## src/tuid_pkg.sv

```systemverilog
package tuid_pkg;
  // Register byte addresses
  localparam logic [11:0] TUID_CAP_A_OFFSET = 12'h020;
  localparam logic [11:0] TUID_CAP_B_OFFSET = 12'h024;
  // First capability register fields
  localparam int TUID_A_SES_BIT = 31;
  localparam int TUID_A_S1_BIT = 30;
  localparam int TUID_A_S2_BIT = 29;
  localparam int TUID_A_NEST_BIT = 28;
  localparam int TUID_A_SMT_BIT = 27;
  localparam int TUID_A_XOPS_BIT = 26;
  localparam int TUID_A_FMT_LSB = 24;
  localparam int TUID_A_IRQ_LSB = 16;
  localparam int TUID_A_EXM_BIT = 15;
  localparam int TUID_A_COHERENT_WALK_FLAG_BIT = 14;
  localparam int TUID_A_BCAST_BIT = 13;
  localparam int TUID_A_SIDW_LSB = 9;
  localparam int TUID_A_WSID_BIT = 8;
  localparam int TUID_A_GRP_LSB = 0;
  // Second capability register fields
  localparam int TUID_B_PGSZ_BIT = 31;
  localparam int TUID_B_PIDX_LSB = 28;
  localparam int TUID_B_HWFL_LSB = 24;
  localparam int TUID_B_S2CB_LSB = 16;
  localparam int TUID_B_CONF_BIT = 15;
  localparam int TUID_B_DTP_LSB = 12;
  localparam int TUID_B_DIDX_LSB = 8;
  localparam int TUID_B_CB_LSB = 0;
  // Field encodings
  localparam logic [1:0] TUID_FMT_RESERVED = 2'h3;
  localparam logic [1:0] TUID_HWFL_RESERVED = 2'h2;
  localparam logic [1:0] TUID_DTP_RESERVED = 2'h2;
  localparam logic [1:0] TUID_DTP_EXTENDED = 2'h3;
  localparam logic [3:0] TUID_SIDW_MAX = 4'hF;
  localparam logic [3:0] TUID_DIDX_MAX = 4'hF;
  localparam logic [7:0] TUID_GROUPS_EXT = 8'h80;
  localparam logic [7:0] TUID_COUNT_MAX = 8'h80;
  localparam logic [31:0] TUID_RESET_DATA = 32'h0000_0000;

  // Secure-side control values feeding Non-secure views
  typedef struct packed {
    logic [7:0] insecure_irq_count_override;
    logic [7:0] insecure_group_override;
    logic [7:0] insecure_bank_override;
    logic insecure_extended_match_off;
  } tuid_ns_ctrl_t;
endpackage

```

## src/tuid_regs.sv

```systemverilog
// Contract
// - Two-security-state bit 31 reads zero on Non-secure reads.
// - Nested support forces both stage support bits to one; the code instead clears the nested bit unless both stage bits are set.
// - Stream match bit one means indexing absent, zero means indexing.
// - Translation-ops-absent bit reads zero when stage 1 is absent.
// - Legacy format field 25:24, reserved code 0b11 never reported.
// - Non-secure reads of interrupt count return Secure override.
// - Extended match bit: Secure one, Non-secure inverse of disable, else zero.
// - Coherent walk bit 14 and broadcast maintenance bit 13 report features.
// - Stream ID width 0-15, reads 15 with extended IDs.
// - Bit 8 reports extended 16-bit stream IDs.
// - Group count: Non-secure override, Secure 128 with extended matching.
// - Bit 31 of second register: zero 4KB pages, one 64KB.
// - Bits 30:28 give page index width; pages equal two to value plus one.
// - Hardware flag update field, reserved code two never reported.
// - Stage-2-only bank count 0-128, zeroed without stage 2 support.
// - Bit 15 reports guaranteed conflict detection.
// - Descriptor table presence field, reserved code two never reported.
// - Index width 15 for extended table; Non-secure reads zero both fields.
// - Total bank count 0-128; Non-secure reads return Secure override; the code clamps only Secure values, the override passes unclamped up to 255.
// - Registers are 32-bit, read-only, values fixed by capability parameters.
//
// Added by the designer: the APB interface to the registers and the register offsets.
`timescale 1ns/1ps
`default_nettype none
module tuid_regs #(
  parameter bit TWO_SEC = 1'b1,
  parameter bit STAGE1 = 1'b1,
  parameter bit STAGE2 = 1'b1,
  parameter bit NESTED = 1'b1,
  parameter bit MATCH_TABLE = 1'b1,
  parameter bit XLAT_OPS_ABSENT = 1'b0,
  parameter logic [1:0] LEGACY_FMT = 2'h0,
  parameter logic [7:0] IRQ_COUNT = 8'h08,
  parameter bit EXT_MATCH = 1'b0,
  parameter bit COHERENT_WALK = 1'b1,
  parameter bit BCAST_MAINT = 1'b0,
  parameter logic [3:0] SID_WIDTH = 4'hA,
  parameter bit WIDE_SID = 1'b0,
  parameter logic [7:0] GROUP_COUNT = 8'h20,
  parameter bit PAGE_64K = 1'b0,
  parameter logic [2:0] PAGE_IDX = 3'h3,
  parameter logic [1:0] HW_FLAG = 2'h0,
  parameter logic [7:0] S2_BANKS = 8'h04,
  parameter bit CONFLICT_DET = 1'b1,
  parameter logic [1:0] DESC_PRESENCE = 2'h1,
  parameter logic [3:0] DESC_IDX = 4'h6,
  parameter logic [7:0] TOTAL_BANKS = 8'h10
) (
  input wire logic clk_sys,
  input wire logic resetn,
  input wire logic psel,
  input wire logic penable,
  input wire logic pwrite,
  input wire logic [11:0] paddr,
  input wire logic [31:0] pwdata,
  input wire logic [3:0] pstrb,
  input wire logic [2:0] pprot,
  input wire tuid_pkg::tuid_ns_ctrl_t ns_ctrl,
  output logic [31:0] prdata,
  output logic pready,
  output logic pslverr
);

  logic nested_xlat_flag;
  logic first_stage_flag;
  logic second_stage_flag;
  logic match_table_flag;
  logic xlat_ops_absent_flag;
  logic [1:0] legacy_format_field;
  logic extended_match_flag;
  logic [3:0] stream_id_width;
  logic wide_stream_id_flag;
  logic [1:0] hw_flag_update_field;
  logic [7:0] second_only_bank_count;
  logic [1:0] descriptor_table_presence;
  logic [3:0] descriptor_index_width;
  logic [7:0] total_bank_count;
  logic [7:0] mapping_group_count;
  logic [7:0] fault_irq_count;
  logic insecure_access;
  logic [31:0] cap_a;
  logic [31:0] cap_b;
  logic [31:0] rdata_d;
  logic [31:0] prdata_q;
  logic pready_q;
  logic pslverr_q;
  logic setup;
  logic hit_a;
  logic hit_b;
  logic [7:0] irq_ns_q;
  logic [7:0] grp_ns_q;
  logic [7:0] bank_ns_q;
  logic exm_off_q;

  // Override values are registered so the read path only sees local flops
  always_ff @(posedge clk_sys) begin
    if (!resetn) begin
      irq_ns_q <= 8'h00;
      grp_ns_q <= 8'h00;
      bank_ns_q <= 8'h00;
      exm_off_q <= 1'b0;
    end else begin
      irq_ns_q <= ns_ctrl.insecure_irq_count_override;
      grp_ns_q <= ns_ctrl.insecure_group_override;
      bank_ns_q <= ns_ctrl.insecure_bank_override;
      exm_off_q <= ns_ctrl.insecure_extended_match_off;
    end
  end

  // Non-secure views only exist in a two-security-state build
  assign insecure_access = TWO_SEC && pprot[1];

  // Capability consistency is enforced here, not trusted from parameters
  assign nested_xlat_flag = NESTED && STAGE1 && STAGE2;
  assign first_stage_flag = STAGE1;
  assign second_stage_flag = STAGE2;
  assign match_table_flag = MATCH_TABLE;
  assign xlat_ops_absent_flag = XLAT_OPS_ABSENT && first_stage_flag;
  assign legacy_format_field = (LEGACY_FMT == tuid_pkg::TUID_FMT_RESERVED) ?
                               2'h0 : LEGACY_FMT;
  assign wide_stream_id_flag = WIDE_SID;
  assign stream_id_width = wide_stream_id_flag ? tuid_pkg::TUID_SIDW_MAX :
                           SID_WIDTH;
  assign hw_flag_update_field = (HW_FLAG == tuid_pkg::TUID_HWFL_RESERVED) ?
                                2'h0 : HW_FLAG;

  always_comb begin
    if (!EXT_MATCH) begin
      extended_match_flag = 1'b0;
    end else if (insecure_access) begin
      extended_match_flag = !exm_off_q;
    end else begin
      extended_match_flag = 1'b1;
    end
  end

  always_comb begin
    if (insecure_access) begin
      mapping_group_count = grp_ns_q;
    end else if (EXT_MATCH) begin
      mapping_group_count = tuid_pkg::TUID_GROUPS_EXT;
    end else if (GROUP_COUNT > tuid_pkg::TUID_COUNT_MAX) begin
      mapping_group_count = tuid_pkg::TUID_COUNT_MAX;
    end else begin
      mapping_group_count = GROUP_COUNT;
    end
  end

  assign fault_irq_count = insecure_access ? irq_ns_q : IRQ_COUNT;

  always_comb begin
    if (!second_stage_flag) begin
      second_only_bank_count = 8'h00;
    end else if (S2_BANKS > tuid_pkg::TUID_COUNT_MAX) begin
      second_only_bank_count = tuid_pkg::TUID_COUNT_MAX;
    end else begin
      second_only_bank_count = S2_BANKS;
    end
  end

  always_comb begin
    if (insecure_access) begin
      total_bank_count = bank_ns_q;
    end else if (TOTAL_BANKS > tuid_pkg::TUID_COUNT_MAX) begin
      total_bank_count = tuid_pkg::TUID_COUNT_MAX;
    end else begin
      total_bank_count = TOTAL_BANKS;
    end
  end

  always_comb begin
    if (insecure_access) begin
      descriptor_table_presence = 2'h0;
      descriptor_index_width = 4'h0;
    end else begin
      descriptor_table_presence = (DESC_PRESENCE == tuid_pkg::TUID_DTP_RESERVED) ?
                                  2'h0 : DESC_PRESENCE;
      descriptor_index_width = (descriptor_table_presence == tuid_pkg::TUID_DTP_EXTENDED) ?
                               tuid_pkg::TUID_DIDX_MAX : DESC_IDX;
    end
  end

  always_comb begin
    cap_a = tuid_pkg::TUID_RESET_DATA;
    cap_a[tuid_pkg::TUID_A_SES_BIT] = TWO_SEC && !insecure_access;
    cap_a[tuid_pkg::TUID_A_S1_BIT] = first_stage_flag;
    cap_a[tuid_pkg::TUID_A_S2_BIT] = second_stage_flag;
    cap_a[tuid_pkg::TUID_A_NEST_BIT] = nested_xlat_flag;
    cap_a[tuid_pkg::TUID_A_SMT_BIT] = match_table_flag;
    cap_a[tuid_pkg::TUID_A_XOPS_BIT] = xlat_ops_absent_flag;
    cap_a[tuid_pkg::TUID_A_FMT_LSB +: 2] = legacy_format_field;
    cap_a[tuid_pkg::TUID_A_IRQ_LSB +: 8] = fault_irq_count;
    cap_a[tuid_pkg::TUID_A_EXM_BIT] = extended_match_flag;
    cap_a[tuid_pkg::TUID_A_COHERENT_WALK_FLAG_BIT] = COHERENT_WALK;
    cap_a[tuid_pkg::TUID_A_BCAST_BIT] = BCAST_MAINT;
    cap_a[tuid_pkg::TUID_A_SIDW_LSB +: 4] = stream_id_width;
    cap_a[tuid_pkg::TUID_A_WSID_BIT] = wide_stream_id_flag;
    cap_a[tuid_pkg::TUID_A_GRP_LSB +: 8] = mapping_group_count;
  end

  always_comb begin
    cap_b = tuid_pkg::TUID_RESET_DATA;
    cap_b[tuid_pkg::TUID_B_PGSZ_BIT] = PAGE_64K;
    cap_b[tuid_pkg::TUID_B_PIDX_LSB +: 3] = PAGE_IDX;
    cap_b[tuid_pkg::TUID_B_HWFL_LSB +: 2] = hw_flag_update_field;
    cap_b[tuid_pkg::TUID_B_S2CB_LSB +: 8] = second_only_bank_count;
    cap_b[tuid_pkg::TUID_B_CONF_BIT] = CONFLICT_DET;
    cap_b[tuid_pkg::TUID_B_DTP_LSB +: 2] = descriptor_table_presence;
    cap_b[tuid_pkg::TUID_B_DIDX_LSB +: 4] = descriptor_index_width;
    cap_b[tuid_pkg::TUID_B_CB_LSB +: 8] = total_bank_count;
  end

  // No wait state: data is registered in setup, answered in the first access cycle
  assign setup = psel && !penable;
  assign hit_a = paddr == tuid_pkg::TUID_CAP_A_OFFSET;
  assign hit_b = paddr == tuid_pkg::TUID_CAP_B_OFFSET;

  always_comb begin
    if (pwrite) begin
      rdata_d = tuid_pkg::TUID_RESET_DATA;
    end else if (hit_a) begin
      rdata_d = cap_a;
    end else if (hit_b) begin
      rdata_d = cap_b;
    end else begin
      rdata_d = tuid_pkg::TUID_RESET_DATA;
    end
  end

  always_ff @(posedge clk_sys) begin
    if (!resetn) begin
      prdata_q <= tuid_pkg::TUID_RESET_DATA;
    end else if (setup) begin
      prdata_q <= rdata_d;
    end
  end

  always_ff @(posedge clk_sys) begin
    if (!resetn) begin
      pready_q <= 1'b0;
      pslverr_q <= 1'b0;
    end else begin
      pready_q <= setup;
      // Unmapped addresses and all writes are flagged; writes change nothing
      pslverr_q <= setup && (pwrite || !(hit_a || hit_b));
    end
  end

  assign prdata = prdata_q;
  assign pready = pready_q;
  assign pslverr = pslverr_q;

endmodule
`default_nettype wire

```

## config.mk

```make
export PLATFORM = sky130hd
export DESIGN_NAME = tuid_regs
export DESIGN_NICKNAME = d
export VERILOG_FILES = /design/src/tuid_pkg.sv /design/src/tuid_regs.sv
export SDC_FILE = /design/constraint.sdc
export NUM_CORES = 1
export LEC_CHECK = 0
export ABC_AREA = 1
export BUFFER_PORTS_ARGS = -buffer_cell sky130_fd_sc_hd__buf_4
export CAP_MARGIN = 5
export CELL_PAD_IN_SITES_DETAIL_PLACEMENT = 1
export CELL_PAD_IN_SITES_GLOBAL_PLACEMENT = 1
export CORE_ASPECT_RATIO = 1.5
export CORE_MARGIN = 5
export CORE_UTILIZATION = 31
export DETAILED_ROUTE_END_ITERATION = 7
export PLACE_DENSITY = 0.85
export SLEW_MARGIN = 10
export SYNTH_ARGS = -nofsm -noshare
export SYNTH_HDL_FRONTEND = slang
export SYNTH_SLANG_ARGS = --single-unit
```

## constraint.sdc

```tcl
create_clock -name clk_sys -period 2.2 [get_ports clk_sys]
set_clock_uncertainty 0.1 [all_clocks]
set_input_delay 0.22 -clock clk_sys [delete_from_list [all_inputs] [get_ports clk_sys]]
set_output_delay 0.22 -clock clk_sys [all_outputs]
set_load 0.05 [all_outputs]
```

==> results of run 1 <==
[placed cells by master, fill, tap and decap left out, drive strengths merged]
cell type,Yosys,final
inv,45,45
dfxtp,48,48
o2111ai,1,1
o21ai,8,8
dlygate4sd3,0,3
clkbuf,5,8
nand3,10,10
nand2,72,72
nor2,33,33
a21oi,13,13
conb,1,6
a31oi,1,1
buf,12,71
clkinv,1,1
or2,2,2
nand4,4,4
[critical path: stages]
cell and delay (ns):
buf_4 0.11, inv_1 0.06, nand2_2 0.10, nor2_2 0.24
nand3_2 0.22, o21ai_0 0.24, nor2_1 0.07, nor2_1 0.08
[final timing paths]
path,to,slack (ns),cells after the start
max,prdata[2]$_SDFFE_PN0P_,0.98,8
min,bank_ns_q[0]$_SDFF_PN0_,0.008,3
max reg2reg,prdata[4]$_SDFFE_PN0P_,1.16,5
min reg2reg,prdata[17]$_SDFFE_PN0P_,0.34,2
[area by class of cell]
cell class	count	share of cell area, %
Inverter	46	6.65
Sequential cell	48	36.7
Multi-Input combinational cell	150	28.1
Tap cell	74	3.54
Timing Repair Buffer	74	21.5
Clock buffer	8	3.44
[where the power goes]
group / leakage, nW / internal (mW) / switching (mW)
clock network: 0.0455 / 0.256 / 0.262
registers: 0.394 / 0.894 / 0.00810
logic: 0.938 / 0.0741 / 0.104
[sequential cells by signal, summed over array words and instances (netlist names)]
register   cells
prdata        22
bank_ns_q      8
grp_ns_q       8
irq_ns_q       8
pready         1
pslverr        1
[metrics by stage]
| stage | area (um2) | utilization (%) |
|---|---|---|
| 2_1_floorplan | 1970 | - |
| 3_3_place_gp | 2490 | 40.7 |
| 3_5_place_dp | 2490 | 40.7 |
| 4_1_cts | 2610 | 42.5 |
| 5_1_grt | 2620 | 42.7 |
| 6_report | 2620 | 42.7 |
[kinds of logic (layout without fill, tap and decap cells)]
| kind of cell | after synthesis | count (layout) | synth area share [%] |
|---|---|---|---|
| compound gates | 23 | 23 | 7.30 |
| buf+inv | 63 | 128 | 14.2 |
| flops | 48 | 48 | 49.2 |
| other cells | 1 | 6 | 0.192 |
| simple gates | 121 | 121 | 29.1 |
[layer usage]
layer  up-vias  wire, um  GRT usage (%)
met1       774      1800           12.7
li1        882         -              -
met5         -         0              0
met3         8       346           3.10
met2        52      2640           24.0
met4         0       117           5.85
[repair_timing]
item	in CTS	in global routing
hold endpoints to repair	2	1
setup endpoints to repair	0	0
gates resized for setup	0	0
hold buffers	2	1
==> flow_metrics.env, run 1 <==
export IMPL_synth_top_cell_area_share_pct=49.2
export IMPL_grt_overflow_total=0
export IMPL_clk_path_buf_depth=2
export IMPL_final_period_utilization_pct=55.2
export IMPL_hold_viol=0
export IMPL_synth_edf_count=0
export IMPL_timing_setup_tns_ns=0
export IMPL_area_delta_synth_final_pct=33.8
export IMPL_critPathKind="in2reg"
export IMPL_hold_path_class="in2reg"
export IMPL_syn_area_per_cell_um2=7.63
export IMPL_cp_start_kind="input port"
export IMPL_drv_cap=0
export IMPL_gp_congestion=0.711
export IMPL_crit_arrival_ns=1.34
export IMPL_ys_seq_area_share_pct=49.2
export IMPL_grt_pass1_vias=1768
export IMPL_dieArea_um2=8030
export IMPL_grt_max_degree=28
export IMPL_hold_path_startpoint="ns_ctrl[1]"
export IMPL_rsz0062_at_grt="false"
export IMPL_yosysUniqueCellTypes=25
export IMPL_hpwl_um=3830
export IMPL_synth_ff_type="dfxtp_1"
export IMPL_cts_post_setup_buffers_inserted=0
export IMPL_pin_count=115
export IMPL_setup_violations=0
export IMPL_p_per_area_nw_per_um2=612
export IMPL_cts_buffers_inserted=5
export IMPL_coreArea_um2=6130
export IMPL_placed_cells=389
export IMPL_cts_tree="yes"
export IMPL_setup_ws_ns=0.985
export IMPL_required_ns=2.33
export IMPL_wl_um=4900
export IMPL_nFillCells=795
export IMPL_post_drt_wl_per_cell_um=12.2
export IMPL_antenna_found_initial=0
export IMPL_cts_htree_levels=2
export IMPL_yosysWarnings=0
export IMPL_syn_area_um2=1950
export IMPL_synth_largest_area_cell="dfxtp_1"
export IMPL_synth_area_leaders="dfxtp_1 (49%), nand2_1 (12%), inv_1 (8.6%)"
export IMPL_place_ws_ns=0.691
export IMPL_vdd_drop_max_mv=0.369
export IMPL_yosys_top_cells_count="nand2_1 (63), dfxtp_1 (48), inv_1 (45)"
export IMPL_firstDrtPassIters=3
export IMPL_drt_iter0_markers=74
export IMPL_rows=35
export IMPL_cts_num_sinks=48
export IMPL_drc=0
export IMPL_nets=406
export IMPL_start_util_pct=31.9
export IMPL_synth_seq_cells=48
export IMPL_outcome="finished, final reports clean"
export IMPL_clock_latency_ns=0.29
export IMPL_grt_util_all_layers_pct=12.9
export IMPL_via_per_inst=4.29
export IMPL_fp_dieH_um=107
export IMPL_final_seq_area_um2=961
export IMPL_n_antenna_cell=0
export IMPL_grt_pass1_wl_um=8010
export IMPL_power_leakage_nw=1.38
export IMPL_yosysMostFrequentCell="nand2_1"
export IMPL_r2r_start="bank_ns_q[4]$_SDFF_PN0_"
export IMPL_fmax_mhz=823
export IMPL_ant_nets=0
export IMPL_holdWs_ns=0.00810
export IMPL_root_buffer="clkbuf_8"
export IMPL_syn_inst=256
export IMPL_finalNonFillerCells=400
export IMPL_post_route_min_period_ns=1.22
export IMPL_crit_path_start="paddr[0]"
export IMPL_dieWidth_um=74.8
export IMPL_multi_input_area_um2=734
export IMPL_synthArstFlopShare_pct=0
export IMPL_io_buffers=69
export IMPL_drv_slew=0
export IMPL_crit_fanout=8
export IMPL_clkTransAtPathRegs_ns=0.08
export IMPL_worst_setup_path_end_kind="register"
export IMPL_power_total_mw=1.60
export IMPL_drive_above_1_share_pct=31.3
export IMPL_vias=1716
Note: power is estimated with default switching activity, not from simulation.
==> run 2: changes to the inputs <==
Settings changed: ABC_AREA 1 to 0, CORE_UTILIZATION 31 to 28, PLACE_DENSITY 0.85 to 0.79.
Clock period 2.2 ns to 1.2 ns, I/O delays scaled along.
==> run 2 against run 1 <==
Final cell count fell by 18%. Clock power rose by 70%. Cell area rose by 0.91%. Core utilization rose by 3.0 points. Register-to-register slack got worse by 0.91 ns. Non-clock buffer count rose by 29. The flow now finishes with violations (setup timing). Highest routed layer unchanged. Critical path depth fell by 3. Critical path type unchanged. Sequential share of layout area fell by 0.33 points. First-iteration DRC count fell by 72%. Worst hold slack improved by 0.085 ns. Global-route usage fell by 1.3 points. Clock-buffer cell count fell by 3. Largest cell class unchanged.
==> flow_metrics.env, run 2 <==
export IMPL_synth_largest_area_cell="dfxtp_1"
export IMPL_p_seq_share_pct=56.9
export IMPL_endpoint="prdata[16]$_SDFFE_PN0P_"
export IMPL_power_frac_comb_pct=12.6
export IMPL_crit_buf_inv=1
export IMPL_io_buffers=69
export IMPL_nets=336
export IMPL_setup_violations=12
export IMPL_syn_area_um2=1660
export IMPL_rows=34
export IMPL_vias=1409
export IMPL_p_per_area_nw_per_um2=1100
export IMPL_worstPathCellList="buf_6 -> or4b_4 -> nand4b_4 -> nor3_4 -> a22o_1"
export IMPL_synth_seq_cells=48
export IMPL_layout_commonest_cell="buf_4"
export IMPL_yosysWarnings=0
export IMPL_max_stage_delay_ns=0.54
export IMPL_crit_slowest_cell="or4b_4"
export IMPL_drv_slew=0
export IMPL_critPathKind="in2reg"
export IMPL_worst_setup_path_end_kind="register"
export IMPL_fp_dieH_um=104
export IMPL_min_path_cells=3
export IMPL_hold_viol=0
export IMPL_area_delta_synth_final_pct=58.6
export IMPL_drt_iter0_markers=21
export IMPL_r2r_start="bank_ns_q[4]$_SDFF_PN0_"
export IMPL_crit_fanout=6
export IMPL_power_leakage_nw=1.22
export IMPL_power_switching_uw=663
export IMPL_dieArea_um2=7620
export IMPL_p_int_mw=2.23
export IMPL_crit_arrival_ns=1.37
export IMPL_yosysUniqueCellTypes=29
export IMPL_cts_num_sinks=48
export IMPL_rsz0062_at_grt="true"
export IMPL_post_drt_wl_per_cell_um=13.4
export IMPL_clk_path_buf_depth=2
export IMPL_reg2reg_slack_ns=0.25
export IMPL_rr_worst_depth=3
export IMPL_ant_nets=0
export IMPL_crit_path_start="paddr[9]"
export IMPL_coreArea_um2=5790
export IMPL_required_ns=1.33
export IMPL_grt_pass1_wl_um=6910
export IMPL_layout_common_cells="buf_4 (74), dfxtp_1 (48), dlygate4sd3_1 (26)"
export IMPL_synth_ff_type="dfxtp_1"
export IMPL_post_route_min_period_ns=1.24
export IMPL_yosysMostFrequentCell="dfxtp_1"
export IMPL_synthArstFlopShare_pct=0
export IMPL_holdWs_ns=0.0928
export IMPL_swShare_pct=22.9
export IMPL_wl_um=4380
export IMPL_yosys_top_cells_count="dfxtp_1 (48), and2_1 (25), nand2_1 (19)"
export IMPL_ys_seq_area_share_pct=57.7
export IMPL_outcome="finished, violations left"
export IMPL_synth_top_cell_area_share_pct=57.7
export IMPL_synth_edf_count=0
export IMPL_power_frac_clock_pct=30.5
export IMPL_grt_max_degree=25
export IMPL_grt_pass1_vias=1537
export IMPL_clkTransAtPathRegs_ns=0.08
export IMPL_syn_inst=157
export IMPL_clock_latency_ns=0.29
export IMPL_violations="setup timing"
export IMPL_grt_util_all_layers_pct=11.5
export IMPL_dieWidth_um=72.9
export IMPL_cts_tree="yes"
export IMPL_cp_start_kind="input port"
export IMPL_synth_area_leaders="dfxtp_1 (58%), and2_1 (9.4%), buf_4 (4.5%)"
export IMPL_worstReg2RegEnd="prdata[4]$_SDFFE_PN0P_"
export IMPL_start_util_pct=28.8
export IMPL_root_buffer="clkbuf_8"
export IMPL_cp_num_cells=5
export IMPL_fmax_mhz=809
export IMPL_via_per_inst=4.31
export IMPL_hpwl_um=3200
export IMPL_antenna_found_initial=0
export IMPL_final_period_utilization_pct=103
export IMPL_path_delay_family="simple AND/OR/NAND/NOR gates"
export IMPL_largest_register_ff_count=22
export IMPL_vdd_drop_max_mv=0.533
export IMPL_n_antenna_cell=0
export IMPL_hold_path_class="in2reg"
export IMPL_gp_congestion=0.675
export IMPL_firstDrtPassIters=2
export IMPL_pin_count=115
export IMPL_syn_area_per_cell_um2=10.6
export IMPL_cts_buffers_inserted=5
export IMPL_drive_above_1_share_pct=38.4
export IMPL_setup_ws_ns=-0.0366
export IMPL_cts_htree_levels=2
export IMPL_drv_cap=0
export IMPL_power_total_mw=2.90
export IMPL_grt_overflow_total=0
export IMPL_drc=0
## run 2: logic make-up (layout without fill, tap and decap cells)
group                  after synthesis  after routing  share of synthesized area (%)
AO/OA/AOI/OAI                       27             27                           10.4
multiplexers                         6              6                           3.61
buffers and inverters               19            112                           6.69
other                                1              6                          0.225
flip-flops                          48             48                           57.7
AND/OR/NAND/NOR                     56             56                           21.4
## run 2: power by group through the flow
stage / Combinational, mW / Clock, mW / Sequential, mW
2_1_floorplan: 0.147 / 0 / 1.69
4_1_cts: 0.362 / 0.922 / 1.65
3_3_place_gp: 0.285 / 0 / 1.68
6_report: 0.365 / 0.884 / 1.65
3_5_place_dp: 0.290 / 0 / 1.69
5_1_grt: 0.394 / 0.967 / 1.65
## run 2: routing by layer
layer	vias up	GRT usage, %	share of wire, %
met2	47	22.0	55
met5	-	0	0
li1	700	-	-
met1	653	11.7	36
met4	0	5.54	2.5
met3	9	1.55	6.0
## run 2: per-stage QoR
| step | util (%) | area, um2 | setup WS [ns] | std cells | setup TNS [ns] |
|---|---|---|---|---|---|
| final | 45.6 | 2640 | -0.0366 | 327 | -0.209 |
| after CTS | 45.2 | 2610 | -0.0496 | 327 | -0.262 |
| after global routing | 45.6 | 2640 | -0.0812 | 327 | -0.720 |
| after global placement | 39.1 | 2260 | -0.340 | 294 | -6.22 |
| after detailed placement | 39.1 | 2260 | -0.386 | 294 | -7.01 |
| after floorplan | - | 1680 | -0.187 | 162 | -2.05 |
## run 2: how the worst min path moves through the flow
| stage | from | endpoint | slack (ns) |
|---|---|---|---|
| 6_report | pprot[1] | prdata[7]$_SDFFE_PN0P_ | 0.09 |
| 3_5_place_dp | ns_ctrl[14] | grp_ns_q[5]$_SDFF_PN0_ | 0.23 |
| 4_1_cts | pprot[1] | prdata[0]$_SDFFE_PN0P_ | 0.06 |
| 5_1_grt | pprot[1] | prdata[7]$_SDFFE_PN0P_ | 0.09 |
| 3_3_place_gp | ns_ctrl[3] | bank_ns_q[2]$_SDFF_PN0_ | 0.23 |
| 2_1_floorplan | ns_ctrl[1] | bank_ns_q[0]$_SDFF_PN0_ | 0.14 |
## run 2: what timing repair did
item,CTS,global route
setup buffers,0,0
gates resized for setup,3,9
endpoints found under the hold margin,26,0
setup endpoints to repair,14,17
hold buffers,26,0
pin swaps,2,2
## run 2: area by class of cell
class,instances,area [um2]
clock inverters,2,12.5
flip-flops and latches,48,961
clock buffers,5,68.8
fillers,683,3150
repair buffers,103,858
well taps,72,90.1
inverters,2,7.51
multi-input cells,95,641
## run 2: worst reg2reg max path: cells and delay by family, from the launching register on
family             cells  cell delay (ns)
AOI/OAI and AO/OA      3             0.45
DFF                    1             0.30
==> run 3: changes to the inputs <==
Settings changed: ABC_AREA 0 to 1, CORE_UTILIZATION 28 to 29, HOLD_SLACK_MARGIN from default to 0.08, PLACE_DENSITY 0.79 to 0.81, SKIP_CTS_REPAIR_TIMING from default to 1.
==> run 3 against run 2 <==
The run now ends clean. Wire length grew 25%. Critical endpoint is now prdata[14]. Cell area grew 13%. Largest power group unchanged. Worst hold slack gained 0.011 ns. Fmax rose by 11%. Total power is 17% higher.
==> flow_metrics.env, run 3 (same netlist as run 1, synthesis figures left out) <==
export IMPL_crit_fanout=4
export IMPL_cts_num_sinks=48
export IMPL_p_per_area_nw_per_um2=1140
export IMPL_swShare_pct=21.5
export IMPL_area_delta_synth_final_pct=52.0
export IMPL_reg2reg_slack_ns=0.15
export IMPL_outcome="finished, final reports clean"
export IMPL_power_frac_clock_pct=39.1
export IMPL_clkTransAtPathRegs_ns=0.08
export IMPL_placed_cells=402
export IMPL_root_buffer="clkbuf_8"
export IMPL_required_ns=0.98
export IMPL_gp_congestion=0.757
export IMPL_nets=439
export IMPL_finalNonFillerCells=434
export IMPL_fmax_mhz=896
export IMPL_setup_violations=0
export IMPL_grt_util_all_layers_pct=12.1
export IMPL_crit_buf_inv=1
export IMPL_n_antenna_cell=0
export IMPL_drv_cap=0
export IMPL_grt_pass1_vias=1828
export IMPL_antenna_found_initial=0
export IMPL_place_ws_ns=-0.180
export IMPL_worstPathCellList="buf_4"
export IMPL_crit_arrival_ns=0.90
export IMPL_p_seq_share_pct=48.8
export IMPL_setup_ws_ns=0.0841
export IMPL_drt_iter0_markers=74
export IMPL_layout_common_cells="buf_4 (81), nand2_1 (63), dfxtp_1 (48)"
export IMPL_power_leakage_nw=1.55
export IMPL_hpwl_um=4080
export IMPL_power_switching_uw=731
export IMPL_cts_tree="yes"
export IMPL_largest_register_ff_count=22
export IMPL_grt_overflow_total=0
export IMPL_drv_slew=0
export IMPL_rows=36
export IMPL_clock_latency_ns=0.29
export IMPL_wl_um=5470
export IMPL_coreArea_um2=6530
export IMPL_vdd_drop_max_mv=0.542
export IMPL_drc=0
export IMPL_fp_dieH_um=111
export IMPL_placed_area_um2=2590
export IMPL_rsz0062_at_grt="false"
export IMPL_path_delay_family="flip-flops"
export IMPL_cts_buffers_inserted=5
export IMPL_hold_path_class="in2reg"
export IMPL_via_per_inst=4.22
export IMPL_layout_commonest_cell="buf_4"
export IMPL_firstDrtPassIters=4
export IMPL_worst_setup_path_end_kind="output pin"
export IMPL_drive_above_1_share_pct=31.8
export IMPL_max_stage_delay_ns=0.38
export IMPL_post_drt_wl_per_cell_um=12.6
export IMPL_crit_slowest_cell="dfxtp_1"
export IMPL_io_buffers=69
export IMPL_grt_max_degree=25
export IMPL_dieWidth_um=77.0
export IMPL_cp_start_kind="register"
export IMPL_dieArea_um2=8510
export IMPL_ant_nets=0
export IMPL_start_util_pct=29.9
export IMPL_post_route_min_period_ns=1.12
export IMPL_cts_htree_levels=2
export IMPL_p_int_mw=2.66
export IMPL_pin_count=115
export IMPL_hold_viol=0
export IMPL_clk_path_buf_depth=2
export IMPL_grt_pass1_wl_um=8470
export IMPL_final_area_um2=2970
export IMPL_critPathKind="reg2out"
export IMPL_final_period_utilization_pct=93.0
export IMPL_vias=1832
export IMPL_power_frac_comb_pct=12.1
export IMPL_timing_setup_tns_ns=0
## run 3: cell types whose count changed in the layout (fill, tap and decap cells not counted), sizes merged, moves of 7 or more
cell | before | now
inv | 2 | 45
a22o | 7 | 0
nor2 | 1 | 33
and2 | 25 | 0
a21oi | 3 | 13
nand3 | 1 | 10
nand2 | 20 | 72
## run 3: final timing paths
check,depth (start not counted),start,end
worst max-delay path,1,prdata[30]$_SDFFE_PN0P_,prdata[14]
worst min-delay path,3,resetn,prdata[3]$_SDFFE_PN0P_
worst max register to register,5,bank_ns_q[4]$_SDFF_PN0_,prdata[4]$_SDFFE_PN0P_
worst min register to register,2,irq_ns_q[7]$_SDFF_PN0_,prdata[23]$_SDFFE_PN0P_
## run 3: stage by stage
step	hold WS, ns	utilization, %	total power [mW]
after CTS	-0.106	41.7	3.36
after floorplan	0.113	-	1.88
after global routing	0.110	45.5	3.54
after detailed placement	0.208	39.7	2.04
after global placement	0.203	39.7	2.03
final	0.104	45.5	3.39
## run 3: metal layers
metal  vias to the layer above  routed length, um  track usage, %
met3                         9                278            2.93
met5                         -                  0               0
met1                       826               1940            12.2
li1                        947                  -               -
met4                         0                119            5.16
met2                        50               3140            22.9
## run 3: layout make-up
| cell class | instances | area (um2) |
|---|---|---|
| clock buffer | 5 | 68.8 |
| clock inverter | 2 | 60.1 |
| fill | 816 | 3560 |
| inverter | 46 | 174 |
| multi-input combinational | 150 | 734 |
| sequential | 48 | 961 |
| tap | 76 | 95.1 |
| timing repair buffer | 107 | 878 |
## run 3: power by group through the flow
stage | sequential, mW | combinational [mW] | clock [mW]
6_report | 1.65 | 0.411 | 1.33
5_1_grt | 1.66 | 0.451 | 1.42
4_1_cts | 1.65 | 0.347 | 1.36
3_5_place_dp | 1.69 | 0.346 | 0
3_3_place_gp | 1.69 | 0.336 | 0
2_1_floorplan | 1.70 | 0.180 | 0
